### src/verilog/wfc_defs.svh
// offsets, field positions, reset values and status codes of the write-family executor
`ifndef WFC_DEFS_SVH
`define WFC_DEFS_SVH
`define WFC_REG_CTRL 6'h00
`define WFC_REG_INT_STS 6'h04
`define WFC_REG_INT_MASK 6'h08
`define WFC_REG_CPL_COUNT 6'h0C
`define WFC_REG_LAST_STS 6'h10
`define WFC_CTRL_RESET 1'h1
`define WFC_MASK_RESET 2'h0
`define WFC_INT_DONE 0
`define WFC_INT_ERR 1
`define WFC_REFTAG_MSB 31
`define WFC_APPMASK_MSB 31
`define WFC_APPMASK_LSB 16
`define WFC_APPTAG_MSB 15
`define WFC_COUNT_MSB 15
`define WFC_RETRY_BIT 31
`define WFC_COMMIT_BIT 30
`define WFC_PROT_MSB 29
`define WFC_PROT_LSB 26
`define WFC_FREQ_MSB 3
`define WFC_FREQ_RSVD_MIN 4'h7
`define WFC_SCT_GENERIC 3'h0
`define WFC_SCT_CMDSPEC 3'h1
`define WFC_SCT_MEDIA 3'h2
`define WFC_SC_SUCCESS 8'h00
`define WFC_SC_BAD_OPCODE 8'h01
`define WFC_SC_LBA_RANGE 8'h80
`define WFC_SC_CONFLICT 8'h80
`define WFC_SC_BAD_PI 8'h81
`define WFC_SC_UNRECOVERED 8'h81
`endif

### src/verilog/wfc_pkg.sv
// types shared by the write-family executor
package wfc_pkg;
  typedef enum logic [1:0] {
    ST_IDLE = 2'b00,
    ST_WALK = 2'b01,
    ST_COMMIT = 2'b10,
    ST_POST = 2'b11
  } state_t;
  typedef enum logic [1:0] {
    KIND_WRITE = 2'b00,
    KIND_MARK_INVALID = 2'b01,
    KIND_ZEROES = 2'b10,
    KIND_OTHER = 2'b11
  } kind_t;
endpackage : wfc_pkg

### src/verilog/write_family_command_exec.sv
// write, mark-invalid and write-zeroes command executor with AXI4-Lite control registers
// Functional notes
// (RULE1) write reference tag from dword 14
// (RULE2) write app mask/tag from dword 15
// (RULE3) one completion per command, success or failure
// (RULE4) conflicting write attributes give status 80h
// (RULE5) bad protection settings give status 81h
// (RULE6) marked blocks fail reads with unrecovered error
// (RULE7) a write clears the invalid mark
// (RULE8) mark-invalid uses only dwords 10 to 12
// (RULE9) start address: dword 10 low, 11 high
// (RULE10) mark-invalid count is dword 12 low half
// (RULE11) write-zeroes count is dword 12 low half
// (RULE12) zeroed blocks read zero until rewritten
// (RULE13) bit 31 asks for limited retry
// (RULE14) bit 30 commits to media before completion
// (RULE15) bits 29:26 select protection action
// (RULE16) write-zeroes reference tag from dword 14
// (RULE17) write-zeroes app tag from dword 15 low
// (RULE18) write-zeroes decodes dwords 10,11,12,14,15 only
//
// Register access over AXI4-Lite and the register offsets were left to the implementer.
`timescale 1ns/100ps
`include "wfc_defs.svh"
module write_family_command_exec #(
  parameter int NUM_BLOCKS = 64,
  parameter logic [7:0] OPC_WRITE = 8'h01,
  parameter logic [7:0] OPC_MARK_INVALID = 8'h04,
  parameter logic [7:0] OPC_ZEROES = 8'h08
) (
  // clock and reset
  input wire logic clk,
  input wire logic rst_n,
  // command in
  input wire logic cmdValid,
  output logic cmdReady,
  input wire logic [7:0] cmdOpcode,
  input wire logic [15:0] cmdId,
  input wire logic [15:0] cmdSqId,
  input wire logic [31:0] cdw10,
  input wire logic [31:0] cdw11,
  input wire logic [31:0] cdw12,
  input wire logic [31:0] cdw13,
  input wire logic [31:0] cdw14,
  input wire logic [31:0] cdw15,
  input wire logic nsProtected,
  // completion out
  output logic cplValid,
  input wire logic cplReady,
  output logic [15:0] cplId,
  output logic [15:0] cplSqId,
  output logic [2:0] cplStatusType,
  output logic [7:0] cplStatusCode,
  // media side
  output logic limited_retry_flag,
  output logic force_media_commit,
  output logic [3:0] protection_action_sel,
  output logic [31:0] initial_reference_tag,
  output logic [15:0] app_tag_mask,
  output logic [15:0] app_tag,
  output logic commitReq,
  input wire logic commitDone,
  // block read query
  input wire logic rdReq,
  input wire logic [63:0] rdAddr,
  output logic rdValid,
  output logic rdError,
  output logic rdZero,
  // axi4-lite slave
  input wire logic [5:0] s_axi_awaddr,
  input wire logic s_axi_awvalid,
  output logic s_axi_awready,
  input wire logic [31:0] s_axi_wdata,
  input wire logic [3:0] s_axi_wstrb,
  input wire logic s_axi_wvalid,
  output logic s_axi_wready,
  output logic [1:0] s_axi_bresp,
  output logic s_axi_bvalid,
  input wire logic s_axi_bready,
  input wire logic [5:0] s_axi_araddr,
  input wire logic s_axi_arvalid,
  output logic s_axi_arready,
  output logic [31:0] s_axi_rdata,
  output logic [1:0] s_axi_rresp,
  output logic s_axi_rvalid,
  input wire logic s_axi_rready,
  // interrupt
  output logic irq
);
  localparam int IDXW = $clog2(NUM_BLOCKS);

  // the block maps are indexed by address bits, so only powers of two fit
  if (NUM_BLOCKS < 2 || NUM_BLOCKS > 65536 || (1 << IDXW) != NUM_BLOCKS)
  begin : gBadBlocks
    $error("NUM_BLOCKS must be a power of two from 2 to 65536");
  end

  typedef struct packed {
    wfc_pkg::state_t st;
    wfc_pkg::kind_t kind;
    logic [15:0] cid;
    logic [15:0] sqid;
    logic [63:0] startAddr;
    logic [IDXW-1:0] cursor;
    logic [16:0] remain;
    logic commitFlag;
    logic retryFlag;
    logic [3:0] protSel;
    logic [31:0] refTag;
    logic [15:0] appMask;
    logic [15:0] appTag;
    logic [2:0] sType;
    logic [7:0] sCode;
    logic [NUM_BLOCKS-1:0] invalidMap;
    logic [NUM_BLOCKS-1:0] zeroMap;
    logic commitSeen;
    logic cplValid;
    logic rdValid;
    logic rdErr;
    logic rdZero;
    logic ctrlEn;
    logic [1:0] intSts;
    logic [1:0] intMask;
    logic [31:0] cplCount;
    logic awHeld;
    logic [5:0] awAddr;
    logic wHeld;
    logic [31:0] wData;
    logic [3:0] wStrb;
    logic bValid;
    logic [1:0] bResp;
    logic rValid;
    logic [31:0] rData;
    logic [1:0] rResp;
  } state_q_t;

  state_q_t s_q;
  state_q_t s_d;

  // inclusive range must end inside the block store
  function automatic logic rangeOk(input logic [63:0] addr, input logic [15:0] cnt);
    logic [64:0] last;
    last = {1'b0, addr} + {49'h0, cnt};
    return last < 65'(NUM_BLOCKS);
  endfunction : rangeOk

  // checks requested without end-to-end protection formatting are invalid
  function automatic logic piBad(input logic [3:0] sel, input logic prot);
    return !prot && (sel[2:0] != 3'h0);
  endfunction : piBad

  function automatic logic [1:0] regResp(input logic [5:0] a);
    logic known;
    known = (a == `WFC_REG_CTRL) || (a == `WFC_REG_INT_STS) || (a == `WFC_REG_INT_MASK)
      || (a == `WFC_REG_CPL_COUNT) || (a == `WFC_REG_LAST_STS);
    return known ? 2'h0 : 2'h3;
  endfunction : regResp

  logic cmdTake;
  logic cplTake;
  logic [7:0] cmdSc;
  logic [2:0] cmdSct;
  wfc_pkg::kind_t cmdKind;
  logic [1:0] intEvt;
  logic awTake;
  logic wTake;
  logic arTake;

  assign cmdReady = (s_q.st == wfc_pkg::ST_IDLE) && s_q.ctrlEn;
  assign cmdTake = cmdValid && cmdReady;
  assign cplTake = s_q.cplValid && cplReady;
  assign awTake = s_axi_awvalid && !s_q.awHeld && !s_q.bValid;
  assign wTake = s_axi_wvalid && !s_q.wHeld && !s_q.bValid;
  assign arTake = s_axi_arvalid && !s_q.rValid;

  always_comb
  begin
    cmdKind = wfc_pkg::KIND_OTHER;
    cmdSct = `WFC_SCT_GENERIC;
    cmdSc = `WFC_SC_SUCCESS;
    if (cmdOpcode == OPC_WRITE)
    begin
      cmdKind = wfc_pkg::KIND_WRITE;
    end
    else if (cmdOpcode == OPC_MARK_INVALID)
    begin
      cmdKind = wfc_pkg::KIND_MARK_INVALID;
    end
    else if (cmdOpcode == OPC_ZEROES)
    begin
      cmdKind = wfc_pkg::KIND_ZEROES;
    end
    if (cmdKind == wfc_pkg::KIND_OTHER)
    begin
      cmdSc = `WFC_SC_BAD_OPCODE;
    end
    else if (cmdKind != wfc_pkg::KIND_MARK_INVALID
      && piBad(cdw12[`WFC_PROT_MSB:`WFC_PROT_LSB], nsProtected))
    begin
      cmdSct = `WFC_SCT_CMDSPEC;
      cmdSc = `WFC_SC_BAD_PI; // RULE5
    end
    else if (cmdKind == wfc_pkg::KIND_WRITE && cdw13[`WFC_FREQ_MSB:0] >= `WFC_FREQ_RSVD_MIN)
    begin
      cmdSct = `WFC_SCT_CMDSPEC;
      cmdSc = `WFC_SC_CONFLICT; // RULE4
    end
    else if (!rangeOk({cdw11, cdw10}, cdw12[`WFC_COUNT_MSB:0]))
    begin
      cmdSc = `WFC_SC_LBA_RANGE;
    end
  end

  assign intEvt[`WFC_INT_DONE] = cplTake;
  assign intEvt[`WFC_INT_ERR] = cplTake && (s_q.sCode != `WFC_SC_SUCCESS);

  always_comb
  begin
    s_d = s_q;
    s_d.rdValid = 1'b0;
    case (s_q.st)
      wfc_pkg::ST_IDLE:
      begin
        if (cmdTake)
        begin
          s_d.kind = cmdKind;
          s_d.cid = cmdId;
          s_d.sqid = cmdSqId;
          s_d.startAddr = {cdw11, cdw10}; // RULE9
          s_d.cursor = cdw10[IDXW-1:0];
          s_d.remain = {1'b0, cdw12[`WFC_COUNT_MSB:0]} + 17'h1; // RULE10 RULE11
          s_d.commitSeen = 1'b0;
          s_d.sType = cmdSct;
          s_d.sCode = cmdSc;
          // mark-invalid ignores dwords 13 to 15 and the upper dword 12 bits
          s_d.commitFlag = 1'b0; // RULE8
          s_d.retryFlag = 1'b0;
          s_d.protSel = 4'h0;
          if (cmdKind != wfc_pkg::KIND_MARK_INVALID)
          begin
            s_d.commitFlag = cdw12[`WFC_COMMIT_BIT]; // RULE14
            s_d.retryFlag = cdw12[`WFC_RETRY_BIT]; // RULE13
            s_d.protSel = cdw12[`WFC_PROT_MSB:`WFC_PROT_LSB]; // RULE15
            // tags only meaningful on protected namespaces
            if (nsProtected)
            begin
              s_d.refTag = cdw14[`WFC_REFTAG_MSB:0]; // RULE1 RULE16 RULE18
              s_d.appMask = cdw15[`WFC_APPMASK_MSB:`WFC_APPMASK_LSB]; // RULE2
              s_d.appTag = cdw15[`WFC_APPTAG_MSB:0]; // RULE2 RULE17
            end
          end
          s_d.st = (cmdSc == `WFC_SC_SUCCESS) ? wfc_pkg::ST_WALK : wfc_pkg::ST_POST;
          s_d.cplValid = (cmdSc != `WFC_SC_SUCCESS); // RULE3
        end
      end
      wfc_pkg::ST_WALK:
      begin
        // one block per cycle keeps the maps single-ported
        case (s_q.kind)
          wfc_pkg::KIND_MARK_INVALID:
          begin
            s_d.invalidMap[s_q.cursor] = 1'b1; // RULE6
            s_d.zeroMap[s_q.cursor] = 1'b0;
          end
          wfc_pkg::KIND_ZEROES:
          begin
            s_d.zeroMap[s_q.cursor] = 1'b1; // RULE12
            s_d.invalidMap[s_q.cursor] = 1'b0;
          end
          default:
          begin
            s_d.invalidMap[s_q.cursor] = 1'b0; // RULE7
            s_d.zeroMap[s_q.cursor] = 1'b0; // RULE12
          end
        endcase
        s_d.cursor = s_q.cursor + IDXW'(1);
        s_d.remain = s_q.remain - 17'h1;
        if (s_q.remain == 17'h1)
        begin
          s_d.st = s_q.commitFlag ? wfc_pkg::ST_COMMIT : wfc_pkg::ST_POST; // RULE14
          s_d.cplValid = !s_q.commitFlag;
        end
      end
      wfc_pkg::ST_COMMIT:
      begin
        if (commitDone)
        begin
          s_d.commitSeen = 1'b1; // RULE14
          s_d.st = wfc_pkg::ST_POST;
          s_d.cplValid = 1'b1;
        end
      end
      wfc_pkg::ST_POST:
      begin
        if (cplReady)
        begin
          s_d.cplValid = 1'b0;
          s_d.cplCount = s_q.cplCount + 32'h1;
          s_d.st = wfc_pkg::ST_IDLE;
        end
      end
      default:
      begin
        s_d.st = wfc_pkg::ST_IDLE;
      end
    endcase

    // block reads answer one cycle after the query
    if (rdReq)
    begin
      s_d.rdValid = 1'b1;
      s_d.rdErr = (rdAddr < 64'(NUM_BLOCKS)) && s_q.invalidMap[rdAddr[IDXW-1:0]]; // RULE6
      s_d.rdZero = (rdAddr < 64'(NUM_BLOCKS)) && s_q.zeroMap[rdAddr[IDXW-1:0]]; // RULE12
    end

    // axi write channel; address and data may arrive in either order
    if (awTake)
    begin
      s_d.awHeld = 1'b1;
      s_d.awAddr = s_axi_awaddr;
    end
    if (wTake)
    begin
      s_d.wHeld = 1'b1;
      s_d.wData = s_axi_wdata;
      s_d.wStrb = s_axi_wstrb;
    end
    s_d.intSts = s_q.intSts;
    if (s_q.awHeld && s_q.wHeld && !s_q.bValid)
    begin
      s_d.awHeld = 1'b0;
      s_d.wHeld = 1'b0;
      s_d.bValid = 1'b1;
      s_d.bResp = regResp(s_q.awAddr);
      if (s_q.wStrb[0])
      begin
        case (s_q.awAddr)
          `WFC_REG_CTRL: s_d.ctrlEn = s_q.wData[0];
          `WFC_REG_INT_STS: s_d.intSts = s_q.intSts & ~s_q.wData[1:0];
          `WFC_REG_INT_MASK: s_d.intMask = s_q.wData[1:0];
          default: s_d.bResp = regResp(s_q.awAddr);
        endcase
      end
    end
    // a new event wins over a clear in the same cycle
    s_d.intSts = s_d.intSts | intEvt;
    if (s_q.bValid && s_axi_bready)
    begin
      s_d.bValid = 1'b0;
    end

    // axi read channel
    if (arTake)
    begin
      s_d.rValid = 1'b1;
      s_d.rResp = regResp(s_axi_araddr);
      case (s_axi_araddr)
        `WFC_REG_CTRL: s_d.rData = {31'h0, s_q.ctrlEn};
        `WFC_REG_INT_STS: s_d.rData = {30'h0, s_q.intSts};
        `WFC_REG_INT_MASK: s_d.rData = {30'h0, s_q.intMask};
        `WFC_REG_CPL_COUNT: s_d.rData = s_q.cplCount;
        `WFC_REG_LAST_STS: s_d.rData = {11'h0, s_q.st != wfc_pkg::ST_IDLE, s_q.cid[7:0], s_q.sType, 1'b0, s_q.sCode};
        default: s_d.rData = 32'h0;
      endcase
    end
    else if (s_q.rValid && s_axi_rready)
    begin
      s_d.rValid = 1'b0;
    end
  end

  always_ff @(posedge clk or negedge rst_n)
  begin
    if (!rst_n)
    begin
      s_q <= '0;
      s_q.ctrlEn <= `WFC_CTRL_RESET;
      s_q.intMask <= `WFC_MASK_RESET;
    end
    else
    begin
      s_q <= s_d;
    end
  end

  assign cplValid = s_q.cplValid;
  assign cplId = s_q.cid;
  assign cplSqId = s_q.sqid;
  assign cplStatusType = s_q.sType;
  assign cplStatusCode = s_q.sCode;
  assign limited_retry_flag = s_q.retryFlag;
  assign force_media_commit = s_q.commitFlag;
  assign protection_action_sel = s_q.protSel;
  assign initial_reference_tag = s_q.refTag;
  assign app_tag_mask = s_q.appMask;
  assign app_tag = s_q.appTag;
  assign commitReq = (s_q.st == wfc_pkg::ST_COMMIT);
  assign rdValid = s_q.rdValid;
  assign rdError = s_q.rdErr;
  assign rdZero = s_q.rdZero;
  assign s_axi_awready = !s_q.awHeld && !s_q.bValid;
  assign s_axi_wready = !s_q.wHeld && !s_q.bValid;
  assign s_axi_bvalid = s_q.bValid;
  assign s_axi_bresp = s_q.bResp;
  assign s_axi_arready = !s_q.rValid;
  assign s_axi_rvalid = s_q.rValid;
  assign s_axi_rdata = s_q.rData;
  assign s_axi_rresp = s_q.rResp;
  assign irq = |(s_q.intSts & s_q.intMask);

  refTagCapture_a: assert property (@(posedge clk) disable iff (!rst_n) // RULE1
    cmdTake && nsProtected && cmdKind == wfc_pkg::KIND_WRITE |=> initial_reference_tag == $past(cdw14))
    else $error("reference tag not captured");

  appTagCapture_a: assert property (@(posedge clk) disable iff (!rst_n) // RULE2
    cmdTake && nsProtected && cmdKind != wfc_pkg::KIND_MARK_INVALID
    |=> app_tag_mask == $past(cdw15[31:16]) && app_tag == $past(cdw15[15:0]))
    else $error("application tag fields not captured");

  oneCompletion_a: assert property (@(posedge clk) disable iff (!rst_n) // RULE3
    cmdTake && !cdw12[30] |-> ##[1:70] cplValid)
    else $error("command not completed in time");

  conflictCode_a: assert property (@(posedge clk) disable iff (!rst_n) // RULE4
    cmdTake && cmdKind == wfc_pkg::KIND_WRITE && !piBad(cdw12[29:26], nsProtected) && cdw13[3:0] >= 4'h7
    |=> cplValid && cplStatusCode == 8'h81 - 8'h1 && cplStatusType == 3'h1)
    else $error("conflicting attributes not reported");

  badPiCode_a: assert property (@(posedge clk) disable iff (!rst_n) // RULE5
    cmdTake && cmdKind != wfc_pkg::KIND_MARK_INVALID && cmdKind != wfc_pkg::KIND_OTHER
    && piBad(cdw12[29:26], nsProtected) |=> cplValid && cplStatusCode == 8'h81)
    else $error("invalid protection settings not reported");

  invalidRead_a: assert property (@(posedge clk) disable iff (!rst_n) // RULE6
    rdReq && rdAddr < 64'(NUM_BLOCKS) && s_q.invalidMap[rdAddr[IDXW-1:0]] |=> rdValid && rdError)
    else $error("read of invalid block did not fail");

  startAddr_a: assert property (@(posedge clk) disable iff (!rst_n) // RULE9
    cmdTake |=> s_q.startAddr == {$past(cdw11), $past(cdw10)})
    else $error("start address mis-assembled");

  zeroRead_a: assert property (@(posedge clk) disable iff (!rst_n) // RULE12
    rdReq && rdAddr < 64'(NUM_BLOCKS) && s_q.zeroMap[rdAddr[IDXW-1:0]] |=> rdValid && rdZero)
    else $error("zeroed block did not read zero");

  mediaCommit_a: assert property (@(posedge clk) disable iff (!rst_n) // RULE14
    $rose(cplValid) && force_media_commit && cplStatusCode == 8'h00 |-> s_q.commitSeen)
    else $error("completion before media commit");
endmodule : write_family_command_exec

### config.mk
export PLATFORM = sky130hd
export DESIGN_NAME = write_family_command_exec
export DESIGN_NICKNAME = d
export VERILOG_FILES = /design/src/verilog/wfc_pkg.sv /design/src/verilog/write_family_command_exec.sv
export VERILOG_INCLUDE_DIRS = /design/src /design/src/verilog
export SDC_FILE = /design/constraint.sdc
export NUM_CORES = 1
export LEC_CHECK = 0
export ABC_AREA = 1
export BUFFER_PORTS_ARGS = -buffer_cell sky130_fd_sc_hd__buf_2
export CORE_AREA = 2 2 210 212
export CTS_CLUSTER_DIAMETER = 150
export CTS_CLUSTER_SIZE = 24
export DETAILED_ROUTE_END_ITERATION = 10
export DIE_AREA = 0 0 212 214
export PLACE_DENSITY_LB_ADDON = 0.05
export SLEW_MARGIN = 40
export SYNTH_ARGS = -nofsm -noshare
export SYNTH_HDL_FRONTEND = slang
export SYNTH_SLANG_ARGS = --single-unit
### constraint.sdc
create_clock -name clk -period 3.2 [get_ports clk]
set_input_delay 0.64 -clock clk [delete_from_list [all_inputs] [get_ports clk]]
set_output_delay 0.64 -clock clk [all_outputs]
set_load 0.05 [all_outputs]
==> flow_summary.rst, run 1 <==
.. list-table::
   :header-rows: 1

   * - Metric
     - Value
   * - Result of the run
     - finished clean
   * - Number of distinct library cell variants in the gate-level netlist after synthesis
     - 53
   * - Number of buffers created by CTS
     - 18
   * - Dominant combinational cell family by area after synthesis
     - simple AND/OR/NAND/NOR gates
   * - Worst hold path class
     - input pin to async pin
   * - Leading cell type by number of instances after synthesis
     - sky130_fd_sc_hd__nand2_1
   * - Critical register-to-register path startpoint
     - s_q[455]$_DFFE_PN0P_
   * - Total die area
     - 0.0454 sq mm
   * - Worst slew margin relative to its limit
     - 0.459
   * - XOR/XNOR Fraction of Synth Area
     - 0.0160
   * - Total chip power
     - 8.61 mW
   * - Initial antenna violation count
     - 9
   * - Total via count after detailed routing
     - 20.3k
   * - Cells taking the most area after synthesis
     - sky130_fd_sc_hd__dfrtp_1, sky130_fd_sc_hd__nand2_1, sky130_fd_sc_hd__o21ai_0
   * - Power density over cell area
     - 357 mW/mm^2
   * - Number of nets in the finished design
     - 3560
   * - Final Non-Filler Cells
     - 3773
   * - Max-cap viol count
     - 0
   * - Total detailed-routing wirelength
     - 65.5 mm
   * - Share of synthesized cell area in and, or, nand and nor gates
     - 0.247
   * - Ranking of synthesized cells by instance count
     - sky130_fd_sc_hd__nand2_1, sky130_fd_sc_hd__inv_1, sky130_fd_sc_hd__dfrtp_1, sky130_fd_sc_hd__o21ai_0, sky130_fd_sc_hd__nor2_1
   * - Quantity of gates resized following cts
     - 0
   * - Setup violators final
     - 0
   * - TritonCTS sink count
     - 348
   * - FF-to-FF setup slack
     - 0.63 ns
   * - Die Span X
     - 212 microns
   * - Routability-driven placement congestion ratio
     - 0.962
   * - Final worst-path cycle share
     - 0.867
   * - CTS HTree Levels
     - 1
   * - GRT Overall Usage
     - 0.284
   * - Gate count after technology mapping
     - 2869
   * - Total cell area at the placement stage
     - 0.0236 sq mm
   * - Summed negative setup slack over all endpoints
     - 0 ns
   * - Register bit count reported by yosys
     - 348
   * - Synth Area in Compound Gates
     - 0.130
   * - Boundary pin count
     - 517
   * - Post-Synthesis Mean Instance Area
     - 7.42 sq um
   * - Maximum VDD drop
     - 0.324 mV
   * - Post-synthesis share of cell area spent on full adders, half adders and majority gates
     - 0.0153
   * - HPWL reported at the end of detailed placement
     - 49.6 mm
   * - Synth-to-Final Area Change
     - 13.3%
   * - Max FO, Critical Path
     - 5
   * - Initial cell density of the core
     - 0.496
   * - Pin count of the biggest net entering global routing
     - 73
   * - Via count of the first global-routing pass
     - 19.9k
   * - Synth area leader
     - sky130_fd_sc_hd__dfrtp_1
   * - Reported leakage power
     - 13.6 nW
   * - Final standard cell area without fillers
     - 0.0241 sq mm
   * - Worst setup endpoint
     - s_q[455]$_DFFE_PN0P_
   * - WL/cell
     - 17.4 microns
   * - Critical path start-end classification
     - input pin to register
   * - Number of enable flip-flop cells after synthesis
     - 0
   * - CP Launch Type
     - input pin
   * - Maximum clock insertion buffer count
     - 3
   * - Post-Route Skew
     - 0.0104 ns
   * - Iteration count of the initial detailed-routing pass
     - 6
   * - Critical path endpoint category
     - register
   * - End of the worst register-to-register path
     - s_q[339]$_DFFE_PN0P_
   * - Number of warnings issued by yosys
     - 0
   * - Combined area of all synthesized cells
     - 0.0213 sq mm
   * - Count of endpoints failing hold in the final timing report
     - 0
   * - Worst setup startpoint
     - cdw12[8]
   * - Floorplan row count
     - 76
   * - Residual DRC count
     - 0
   * - CORE AREA
     - 0.0429 sq mm
   * - Synth top area share
     - 0.408
   * - Clk pin slew, worst setup/hold paths
     - 0.10 ns
   * - Die extent in y
     - 214 microns
   * - CTS tree
     - yes
   * - Port Buf Inserts
     - 437
   * - Post-synth ARST share
     - 1.00
   * - Global-route wire length before repair
     - 104 mm
   * - Dominant register cell in the synthesized netlist
     - sky130_fd_sc_hd__dfrtp_1
   * - Vias per std cell
     - 5.38
   * - Clock latency reported for the late side of the worst-skew pair
     - 0.54 ns
   * - Shortest period the worst path allows
     - 2.77 ns
   * - Initial detailed-routing violation count
     - 1549
   * - Multiplexer share of the synthesized area
     - 0.0370
   * - Number of nets with antenna violations after routing
     - 0
   * - Share of final-layout standard cells stronger than drive strength 1
     - 0.207
   * - Clk root buf
     - sky130_fd_sc_hd__clkbuf_16
   * - Count of hold buffers inserted by post-cts repair
     - 0
   * - Number of cell instances on the worst register-to-register path
     - 9
   * - Unrepaired setup endpoints after global routing
     - false
   * - Slew Limit Fails
     - 0
   * - PnR worst setup slack
     - 0.427 ns
   * - Portion of the post-synthesis area used by sequential elements
     - 0.409
   * - Worst setup slack before clock tree synthesis
     - -0.109 ns
   * - Required time worst endpoint
     - 3.63 ns
   * - Signal arrival time at the worst endpoint
     - 3.20 ns
   * - Actual slew at the worst max-slew pin
     - 0.811 ns
   * - Post-Place Cells
     - 3743
   * - Max Clock Freq
     - 0.361 GHz
   * - Global route overflow
     - 0
   * - Post CTS Setup Buffer Count
     - 0
-- cells in the final DEF (no fill, tap or decap), drive strengths merged, types with 19 or more instances in the layout --
master and instances:
ha 26, a21oi 55, nand4 48, nand3 149, nand2 590, nor3 113, o21ai 328, nor4 23
o22ai 61, a22oi 19, xor2 28, inv 416, buf 534, mux2 70, clkbuf 25, dfrtp 347
nor2 265
-- area by class of cell --
cell class | instances | area, sq um
fillers | 4155 | 18800
clock inverters | 3 | 32.5
inverters | 419 | 1570
multi-input cells | 1857 | 9560
flip-flops and latches | 348 | 8710
clock buffers | 25 | 477
repair buffers | 534 | 3040
diodes | 2 | 5.00
well taps | 585 | 732
-- logic make-up (layout without fill, tap and decap cells) --
family	Yosys count	count (layout)
fa+ha+maj	26	26
compound gates	506	506
flops	348	348
simple gates	1208	1208
other cells	1	10
buf+inv	671	981
xor+xnor	39	39
mux	70	70
-- power breakdown --
part	internal, mW	leakage [nW]	switching, mW	total, mW
Clock	1.07	0.242	1.47	2.53
Sequential	4.51	4.70	0.0684	4.58
Combinational	0.491	8.69	1.00	1.50
Total	6.07	13.6	2.54	8.61
-- worst min-delay path by stage --
| stage | from | endpoint | cells after the start |
|---|---|---|---|
| final | rst_n | s_q[125]$_DFFE_PN0P_ | 1 |
| after global routing | rst_n | s_q[197]$_DFFE_PN0P_ | 1 |
| after CTS | rst_n | s_q[182]$_DFFE_PN0P_ | 1 |
| after detailed placement | cplSqId[12]$_DFFE_PN0P_ | cplSqId[12]$_DFFE_PN0P_ | 2 |
| after global placement | cplId[14]$_DFFE_PN0P_ | cplId[14]$_DFFE_PN0P_ | 2 |
| after floorplan | rst_n | async pin | 0 |
-- through the flow --
step,hold slack (ns),util
after CTS,0.0932,0.562
after floorplan,0.344,-
after detailed placement,0.464,0.551
final,0.0723,0.562
after global placement,0.458,0.551
after global routing,0.120,0.562
-- worst max-delay path: stages --
cell,delay [ns]
sky130_fd_sc_hd__buf_2,0.11
sky130_fd_sc_hd__ha_1,0.34
sky130_fd_sc_hd__nand2_1,0.10
sky130_fd_sc_hd__nor2_1,0.18
sky130_fd_sc_hd__nand3_1,0.14
sky130_fd_sc_hd__nand3_1,0.21
sky130_fd_sc_hd__nand2_1,0.10
sky130_fd_sc_hd__nand2_1,0.19
sky130_fd_sc_hd__nand2_1,0.07
sky130_fd_sc_hd__nand2_1,0.06
sky130_fd_sc_hd__nand2_1,0.04
sky130_fd_sc_hd__nor2_1,0.15
sky130_fd_sc_hd__nand3_1,0.13
sky130_fd_sc_hd__nor2_1,0.11
sky130_fd_sc_hd__nand2_1,0.05
sky130_fd_sc_hd__nor2_1,0.25
sky130_fd_sc_hd__nand3_1,0.15
sky130_fd_sc_hd__nand2_1,0.09
sky130_fd_sc_hd__a21oi_1,0.07
-- flip-flops by register name, indices dropped and copies added, names as in the netlist, 2 cells and up, named ones only --
register               cells
s_axi_rdata               32
app_tag_mask              16
cplId                     16
app_tag                   16
cplSqId                   16
cplStatusCode              2
initial_reference_tag     32
s_q                      202
protection_action_sel      4
-- layer usage --
metal,part of all wire,wire (microns),track usage,vias to the layer above
met1,0.42,27800,0.370,9604
li1,-,-,-,9804
met5,0.0015,101,0,-
met4,0.026,1720,0.0829,14
met3,0.065,4230,0.0337,111
met2,0.48,31600,0.493,780
(Power assumes the default switching activity.)
==> inputs of run 2 (changes only) <==
==> constraint.sdc (replaced) <==
create_clock -name clk -period 3.02 [get_ports clk]
set_input_delay 0.604 -clock clk [delete_from_list [all_inputs] [get_ports clk]]
set_output_delay 0.604 -clock clk [all_outputs]
set_load 0.05 [all_outputs]
==> flow_summary.rst, run 2 (synthesis gave the netlist of run 1 again) <==
.. list-table::
   :header-rows: 1

   * - Metric
     - Value
   * - Max-cap viol count
     - 0 (unchanged)
   * - Clock latency reported for the late side of the worst-skew pair
     - 0.55 ns (was 0.54 ns)
   * - Total detailed-routing wirelength
     - 66.6 mm (was 65.5 mm)
   * - Count of endpoints failing hold in the final timing report
     - 0 (unchanged)
   * - Reported leakage power
     - 13.7 nW (was 13.6 nW)
   * - Maximum clock insertion buffer count
     - 3 (unchanged)
   * - GRT Overall Usage
     - 0.290 (was 0.284)
   * - Worst hold path class
     - input pin to async pin (unchanged)
   * - Global-route wire length before repair
     - 106 mm (was 104 mm)
   * - Iteration count of the initial detailed-routing pass
     - 5 (was 6)
   * - Clk root buf
     - sky130_fd_sc_hd__clkbuf_16 (unchanged)
   * - Quantity of gates resized following cts
     - 0 (unchanged)
   * - Number of nets in the finished design
     - 3569 (was 3560)
   * - CP Launch Type
     - input pin (unchanged)
   * - Max FO, Critical Path
     - 12 (was 5)
   * - Share of final-layout standard cells stronger than drive strength 1
     - 0.210 (was 0.207)
   * - Critical path start-end classification
     - input pin to register (unchanged)
   * - Post-Route Skew
     - 0.0311 ns (was 0.0104 ns)
   * - Highest-count cells in the layout ignoring fill and taps
     - sky130_fd_sc_hd__nand2_1, sky130_fd_sc_hd__buf_2, sky130_fd_sc_hd__inv_1 (unchanged)
   * - Via count of the first global-routing pass
     - 20.1k (was 19.9k)
   * - Number of buffers created by CTS
     - 18 (unchanged)
   * - Power density over cell area
     - 377 mW/mm^2 (was 357 mW/mm^2)
   * - Boundary pin count
     - 517 (unchanged)
   * - TritonCTS sink count
     - 348 (unchanged)
   * - Most common cell after layout, fill and taps aside
     - sky130_fd_sc_hd__nand2_1 (unchanged)
   * - Setup violators final
     - 0 (unchanged)
   * - Largest register FFs
     - 202 (unchanged)
   * - Maximum VDD drop
     - 0.388 mV (was 0.324 mV)
   * - CP max stage delay
     - 0.33 ns (was 0.34 ns)
   * - Unrepaired setup endpoints after global routing
     - false (unchanged)
   * - Routability-driven placement congestion ratio
     - 1.01 (was 0.962)
   * - Count of hold buffers inserted by post-cts repair
     - 0 (unchanged)
   * - Synth-to-Final Area Change
     - 13.7% (was 13.3%)
   * - Register share of total power
     - 0.532 (about the same)
   * - Residual DRC count
     - 0 (unchanged)
   * - Actual slew at the worst max-slew pin
     - 0.789 ns (was 0.811 ns)
   * - Floorplan row count
     - 76 (unchanged)
   * - Total die area
     - 0.0454 sq mm (unchanged)
   * - Die Span X
     - 212 microns (unchanged)
   * - Design internal power
     - 6.42 mW (was 6.07 mW)
   * - Summed negative setup slack over all endpoints
     - 0 ns (unchanged)
   * - Critical path endpoint category
     - register (unchanged)
   * - Required time worst endpoint
     - 3.44 ns (was 3.63 ns)
   * - Die extent in y
     - 214 microns (unchanged)
   * - WL/cell
     - 17.6 microns (was 17.4 microns)
   * - HPWL reported at the end of detailed placement
     - 49.9 mm (was 49.6 mm)
   * - CTS tree
     - yes (unchanged)
   * - Psw
     - 2.71 mW (was 2.54 mW)
   * - Initial cell density of the core
     - 0.496 (unchanged)
   * - Clk pin slew, worst setup/hold paths
     - 0.10 ns (about the same)
   * - Switching Share
     - 0.297 (was 0.295)
   * - Total via count after detailed routing
     - 20.4k (was 20.3k)
   * - CTS HTree Levels
     - 1 (unchanged)
   * - Max Clock Freq
     - 0.374 GHz
   * - Worst hold slack
     - 0.0335 ns (was 0.0723 ns)
   * - Cell repeated most along the worst path
     - sky130_fd_sc_hd__nand2_1 (unchanged)
   * - Final worst-path cycle share
     - 0.885
   * - Result of the run
     - finished clean (unchanged)
   * - Cell-by-cell listing of the critical path
     - buf_2, ha_1, nand2_1, inv_1, a21oi_1, nand2_1, nand2_1, nand3_1, buf_12, nand2_1, nand2_1, inv_1, nand2_1, nor2_1, buf_4, nand4_1, nor2_1, nand3_1, nand2_1, a21oi_1 (was buf_2, ha_1, nand2_1, nor2_1, nand3_1, nand3_1, nand2_1, nand2_1, nand2_1, nand2_1, nand2_1, nor2_1, nand3_1, nor2_1, nand2_1, nor2_1, nand3_1, nand2_1, a21oi_1)
   * - Vias per std cell
     - 5.41 (was 5.38)
   * - Worst slew margin relative to its limit
     - 0.473 (was 0.459)
   * - Number of fillers in the final layout
     - 4116 (was 4155)
   * - CORE AREA
     - 0.0429 sq mm (unchanged)
   * - Slew Limit Fails
     - 0 (unchanged)
   * - Pin count of the biggest net entering global routing
     - 79 (was 73)
   * - Initial detailed-routing violation count
     - 1467 (was 1549)
   * - Post CTS Setup Buffer Count
     - 0 (unchanged)
   * - Signal arrival time at the worst endpoint
     - 3.10 ns (was 3.20 ns)
   * - Number of nets with antenna violations after routing
     - 0 (unchanged)
   * - Share of total power in the clock network
     - 0.294 (about the same)
   * - Part of the power in combinational logic
     - 0.174 (about the same)
   * - Port Buf Inserts
     - 437 (unchanged)
   * - Initial antenna violation count
     - 5 (was 9)
   * - Slowest stage cell, crit path
     - sky130_fd_sc_hd__ha_1 (unchanged)
   * - Shortest period the worst path allows
     - 2.67 ns
   * - Global route overflow
     - 0 (unchanged)
   * - Biggest register
     - s_q (unchanged)
## run 2: changes by cell type in the layout (fill, tap and decap cells not counted)
cell and delta:
sky130_fd_sc_hd__buf_12 +2, sky130_fd_sc_hd__clkbuf_1 -4, sky130_fd_sc_hd__buf_4 +7, sky130_fd_sc_hd__diode_2 -1
## run 2: final cells by class
class	instances	area [sq um]	area share
inverters	419	1570	0.0650
multi-input cells	1857	9560	0.395
diodes	1	2.50	0.000103
clock inverters	3	32.5	0.00134
repair buffers	543	3130	0.129
well taps	585	732	0.0302
flip-flops and latches	348	8710	0.360
clock buffers	21	462	0.0191
## run 2: final timing paths
kind	slack, ns	from	cells past startpoint	end
max in group asynchronous	2.13	rst_n	2	s_q[346]$_DFFE_PN0P_
worst min-delay path	0.03	rst_n	1	s_q[136]$_DFFE_PN0P_
worst max-delay path	0.35	cdw10[14]	20	s_q[455]$_DFFE_PN0P_
worst min register to register	0.49	s_axi_rdata[9]$_DFFE_PN0P_	2	s_axi_rdata[9]$_DFFE_PN0P_
min in group clk	0.22	rdReq	1	rdValid$_DFF_PN0_
worst max register to register	0.55	s_q[455]$_DFFE_PN0P_	13	s_q[112]$_DFFE_PN0P_
## run 2: metal layers
metal,share of wire,GRT usage
met1,0.42,0.386
met2,0.48,0.501
met3,0.073,0.0375
met4,0.022,0.0688
met5,0.00074,0
## run 2: critical path: cells and delay by family
kind	cells	cell delay (ns)
AO/OA/AOI/OAI	2	0.35
AND/OR/NAND/NOR	12	1.29
adder cells (fa/ha/maj)	1	0.33
buffers and inverters	5	0.53
## run 2: through the flow
step                      cell area [sq um]  utilization  setup WS [ns]  instances  power (mW)
after floorplan                       21300            -          0.513       2876        5.85
after global placement                23700        0.553         -0.149       3752        6.52
after detailed placement              23700        0.553         -0.168       3752        6.54
after CTS                             24200        0.564          0.393       3776        9.22
after global routing                  24200        0.564         0.0776       3777        9.57
final                                 24200        0.564          0.349       3777        9.13
## run 2: power by group through the flow
stage               sequential [mW]  combinational, mW  clock (mW)
finish                         4.86               1.59        2.68
global route                   4.88               1.76        2.93
CTS                            4.86               1.60        2.77
detailed placement             4.95               1.59           0
global placement               4.94               1.57           0
floorplan                      4.96              0.894           0
==> inputs of run 3 (changes only) <==
--- a/config.mk
+++ b/config.mk
@@ -8,12 +8,12 @@
 export LEC_CHECK = 0
 export ABC_AREA = 1
 export BUFFER_PORTS_ARGS = -buffer_cell sky130_fd_sc_hd__buf_2
-export CORE_AREA = 2 2 210 212
+export CORE_AREA = 4 4 212 214
 export CTS_CLUSTER_DIAMETER = 150
 export CTS_CLUSTER_SIZE = 24
 export DETAILED_ROUTE_END_ITERATION = 10
-export DIE_AREA = 0 0 212 214
-export PLACE_DENSITY_LB_ADDON = 0.05
+export DIE_AREA = 0 0 216 218
+export PLACE_DENSITY = 0.75
 export SLEW_MARGIN = 40
 export SYNTH_ARGS = -nofsm -noshare
 export SYNTH_HDL_FRONTEND = slang
==> flow_summary.rst, run 3 (synthesis gave the netlist of run 1 again) <==
.. list-table::
   :header-rows: 1

   * - Metric
     - Value
   * - Result of the run
     - finished clean (unchanged)
   * - Biggest register
     - s_q (unchanged)
   * - Number of buffers created by CTS
     - 18 (unchanged)
   * - HPWL reported at the end of detailed placement
     - 51.7 mm (was 49.9 mm)
   * - Vias per std cell
     - 5.42 (was 5.41)
   * - Die extent in y
     - 218 microns (was 214 microns)
   * - CTS HTree Levels
     - 1 (unchanged)
   * - Total chip power
     - 9.18 mW (was 9.13 mW)
   * - Utilization after layout
     - 0.572 (was 0.564)
   * - Worst setup startpoint
     - cdw12[12] (was cdw10[14])
   * - Synth-to-Final Area Change
     - 15.2% (was 13.7%)
   * - Initial cell density of the core
     - 0.496 (unchanged)
   * - Register share of total power
     - 0.529 (was 0.532)
   * - Highest-count cells in the layout ignoring fill and taps
     - sky130_fd_sc_hd__nand2_1, sky130_fd_sc_hd__buf_2, sky130_fd_sc_hd__inv_1 (unchanged)
   * - Max FO, Critical Path
     - 8 (was 12)
   * - Largest register FFs
     - 202 (unchanged)
   * - Critical path endpoint category
     - register (unchanged)
   * - Psw
     - 2.72 mW (was 2.71 mW)
   * - Max-cap viol count
     - 0 (unchanged)
   * - Final worst-path cycle share
     - 0.917 (was 0.885)
   * - Cell-by-cell listing of the critical path
     - buf_2, ha_1, buf_4, nand2_1, nor2_1, nand2_1, inv_1, nand3_1, nand3_1, buf_4, nand2_1, xor2_1, nand3b_1, nor2_1, nand2_1, nor2_1, nand3_1, nand2_1, a21oi_1 (was buf_2, ha_1, nand2_1, inv_1, a21oi_1, nand2_1, nand2_1, nand3_1, buf_12, nand2_1, nand2_1, inv_1, nand2_1, nor2_1, buf_4, nand4_1, nor2_1, nand3_1, nand2_1, a21oi_1)
   * - CTS tree
     - yes (unchanged)
   * - Worst slew margin relative to its limit
     - 0.482 (was 0.473)
   * - Reported leakage power
     - 13.9 nW (was 13.7 nW)
   * - Shortest period the worst path allows
     - 2.77 ns (was 2.67 ns)
   * - Post CTS Setup Buffer Count
     - 0 (unchanged)
   * - Summed negative setup slack over all endpoints
     - 0 ns (unchanged)
   * - TritonCTS sink count
     - 348 (unchanged)
   * - Diode insertion count for antenna repair
     - 0 (was 1)
   * - Number of nets in the finished design
     - 3615 (was 3569)
   * - Initial detailed-routing violation count
     - 2064 (was 1467)
   * - Unrepaired setup endpoints after global routing
     - false (unchanged)
   * - CP Launch Type
     - input pin (unchanged)
   * - Power density over cell area
     - 374 mW/mm^2 (was 377 mW/mm^2)
   * - Switching Share
     - 0.296 (was 0.297)
   * - Clk pin slew, worst setup/hold paths
     - 0.10 ns (about the same)
   * - Initial antenna violation count
     - 1 (was 5)
   * - Iteration count of the initial detailed-routing pass
     - 8 (was 5)
   * - CP delay by family, top
     - simple AND/OR/NAND/NOR gates (unchanged)
   * - Routability-driven placement congestion ratio
     - 0.950 (was 1.01)
   * - Clk root buf
     - sky130_fd_sc_hd__clkbuf_16 (unchanged)
   * - CORE AREA
     - 0.0429 sq mm (unchanged)
   * - Share of final-layout standard cells stronger than drive strength 1
     - 0.220 (was 0.210)
   * - Signal arrival time at the worst endpoint
     - 3.20 ns (was 3.10 ns)
   * - Logic depth of the worst setup path including buffers
     - 19 (was 20)
   * - Part of the power in combinational logic
     - 0.178 (was 0.174)
   * - Residual DRC count
     - 0 (unchanged)
   * - Number of nets with antenna violations after routing
     - 0 (unchanged)
   * - Global-route wire length before repair
     - 106 mm (about the same)
   * - Cell repeated most along the worst path
     - sky130_fd_sc_hd__nand2_1 (unchanged)
   * - Actual slew at the worst max-slew pin
     - 0.776 ns (was 0.789 ns)
   * - Setup violators final
     - 0 (unchanged)
   * - Maximum clock insertion buffer count
     - 3 (unchanged)
   * - Slowest stage cell, crit path
     - sky130_fd_sc_hd__ha_1 (unchanged)
   * - Critical register-to-register path startpoint
     - s_q[455]$_DFFE_PN0P_ (unchanged)
   * - Die Span X
     - 216 microns (was 212 microns)
   * - Port Buf Inserts
     - 437 (unchanged)
   * - Pin count of the biggest net entering global routing
     - 72 (was 79)
   * - Count of endpoints failing hold in the final timing report
     - 0 (unchanged)
   * - Floorplan row count
     - 76 (unchanged)
   * - Post-Route Skew
     - 0.0275 ns (was 0.0311 ns)
   * - Critical path start-end classification
     - input pin to register (unchanged)
   * - Global route overflow
     - 0 (unchanged)
   * - WL/cell
     - 17.7 microns (was 17.6 microns)
   * - Quantity of gates resized following cts
     - 0 (unchanged)
   * - Max Clock Freq
     - 0.361 GHz (was 0.374 GHz)
   * - Most common cell after layout, fill and taps aside
     - sky130_fd_sc_hd__nand2_1 (unchanged)
   * - Total die area
     - 0.0471 sq mm (was 0.0454 sq mm)
   * - Number of buffer and inverter instances along the worst setup path
     - 4 (was 5)
   * - Total detailed-routing wirelength
     - 67.9 mm (was 66.6 mm)
   * - Via count of the first global-routing pass
     - 20.3k (was 20.1k)
   * - Boundary pin count
     - 517 (unchanged)
   * - Number of cell instances on the worst register-to-register path
     - 9 (was 13)
   * - Required time worst endpoint
     - 3.45 ns (was 3.44 ns)
   * - Count of hold buffers inserted by post-cts repair
     - 0 (unchanged)
   * - Share of total power in the clock network
     - 0.293 (was 0.294)
   * - Design internal power
     - 6.47 mW (was 6.42 mW)
   * - CP max stage delay
     - 0.31 ns (was 0.33 ns)
   * - GRT Overall Usage
     - 0.274 (was 0.290)
   * - Slew Limit Fails
     - 0 (unchanged)
   * - Maximum VDD drop
     - 0.343 mV (was 0.388 mV)
   * - Worst hold path class
     - input pin to async pin (unchanged)
   * - Total via count after detailed routing
     - 20.7k (was 20.4k)
   * - Clock latency reported for the late side of the worst-skew pair
     - 0.54 ns (was 0.55 ns)
run 3: cell count changes in the layout (fill, tap and decap cells not counted), sizes merged:
| cell | previous run | this run |
|---|---|---|
| clkinv | 5 | 6 |
| clkbuf | 21 | 25 |
| inv | 416 | 415 |
| buf | 543 | 589 |
| diode | 1 | 0 |
| clkinvlp | 1 | 0 |
run 3: power by group through the flow:
| stage | registers (mW) | clock network, mW | logic (mW) |
|---|---|---|---|
| 2_1_floorplan | 4.96 | 0 | 0.894 |
| 3_3_place_gp | 4.94 | 0 | 1.60 |
| 3_5_place_dp | 4.95 | 0 | 1.62 |
| 4_1_cts | 4.86 | 2.75 | 1.63 |
| 5_1_grt | 4.88 | 2.92 | 1.80 |
| 6_report | 4.86 | 2.69 | 1.63 |
run 3: metal layers:
layer | vias to the layer above | wire, microns | global-route usage
met5 | - | 13 | 0
met3 | 144 | 5190 | 0.0376
met4 | 2 | 1820 | 0.0710
li1 | 9896 | - | -
met1 | 9762 | 28400 | 0.366
met2 | 943 | 32400 | 0.474
run 3: final cells by class:
class	instances	area, sq um
multi-input cells	1857	9550
flip-flops and latches	348	8710
well taps	585	732
inverters	419	1570
repair buffers	589	3450
clock buffers	25	477
clock inverters	2	32.5
fillers	4043	18400
run 3: final timing paths:
| kind | endpoint | slack, ns |
|---|---|---|
| min reg2reg | s_q[113]$_DFFE_PN0P_ | 0.48 |
| max in group asynchronous | app_tag[0]$_DFFE_PN0P_ | 2.15 |
| min | s_q[334]$_DFFE_PN0P_ | 0.002 |
| max reg2reg | s_q[353]$_DFFE_PN0P_ | 0.40 |
| min in group clk | s_axi_rvalid$_DFFE_PN0P_ | 0.24 |
| max | cplValid$_DFFE_PN0P_ | 0.25 |
run 3: through the flow:
step,worst slack (ns),cells,hold slack (ns),cell area [sq um]
2_1_floorplan,0.513,2876,0.308,21300
3_3_place_gp,-0.325,3798,0.457,24000
3_5_place_dp,-0.317,3798,0.460,24000
4_1_cts,0.273,3825,0.0394,24500
5_1_grt,0.0289,3825,0.0379,24500
6_report,0.252,3825,0.00188,24500
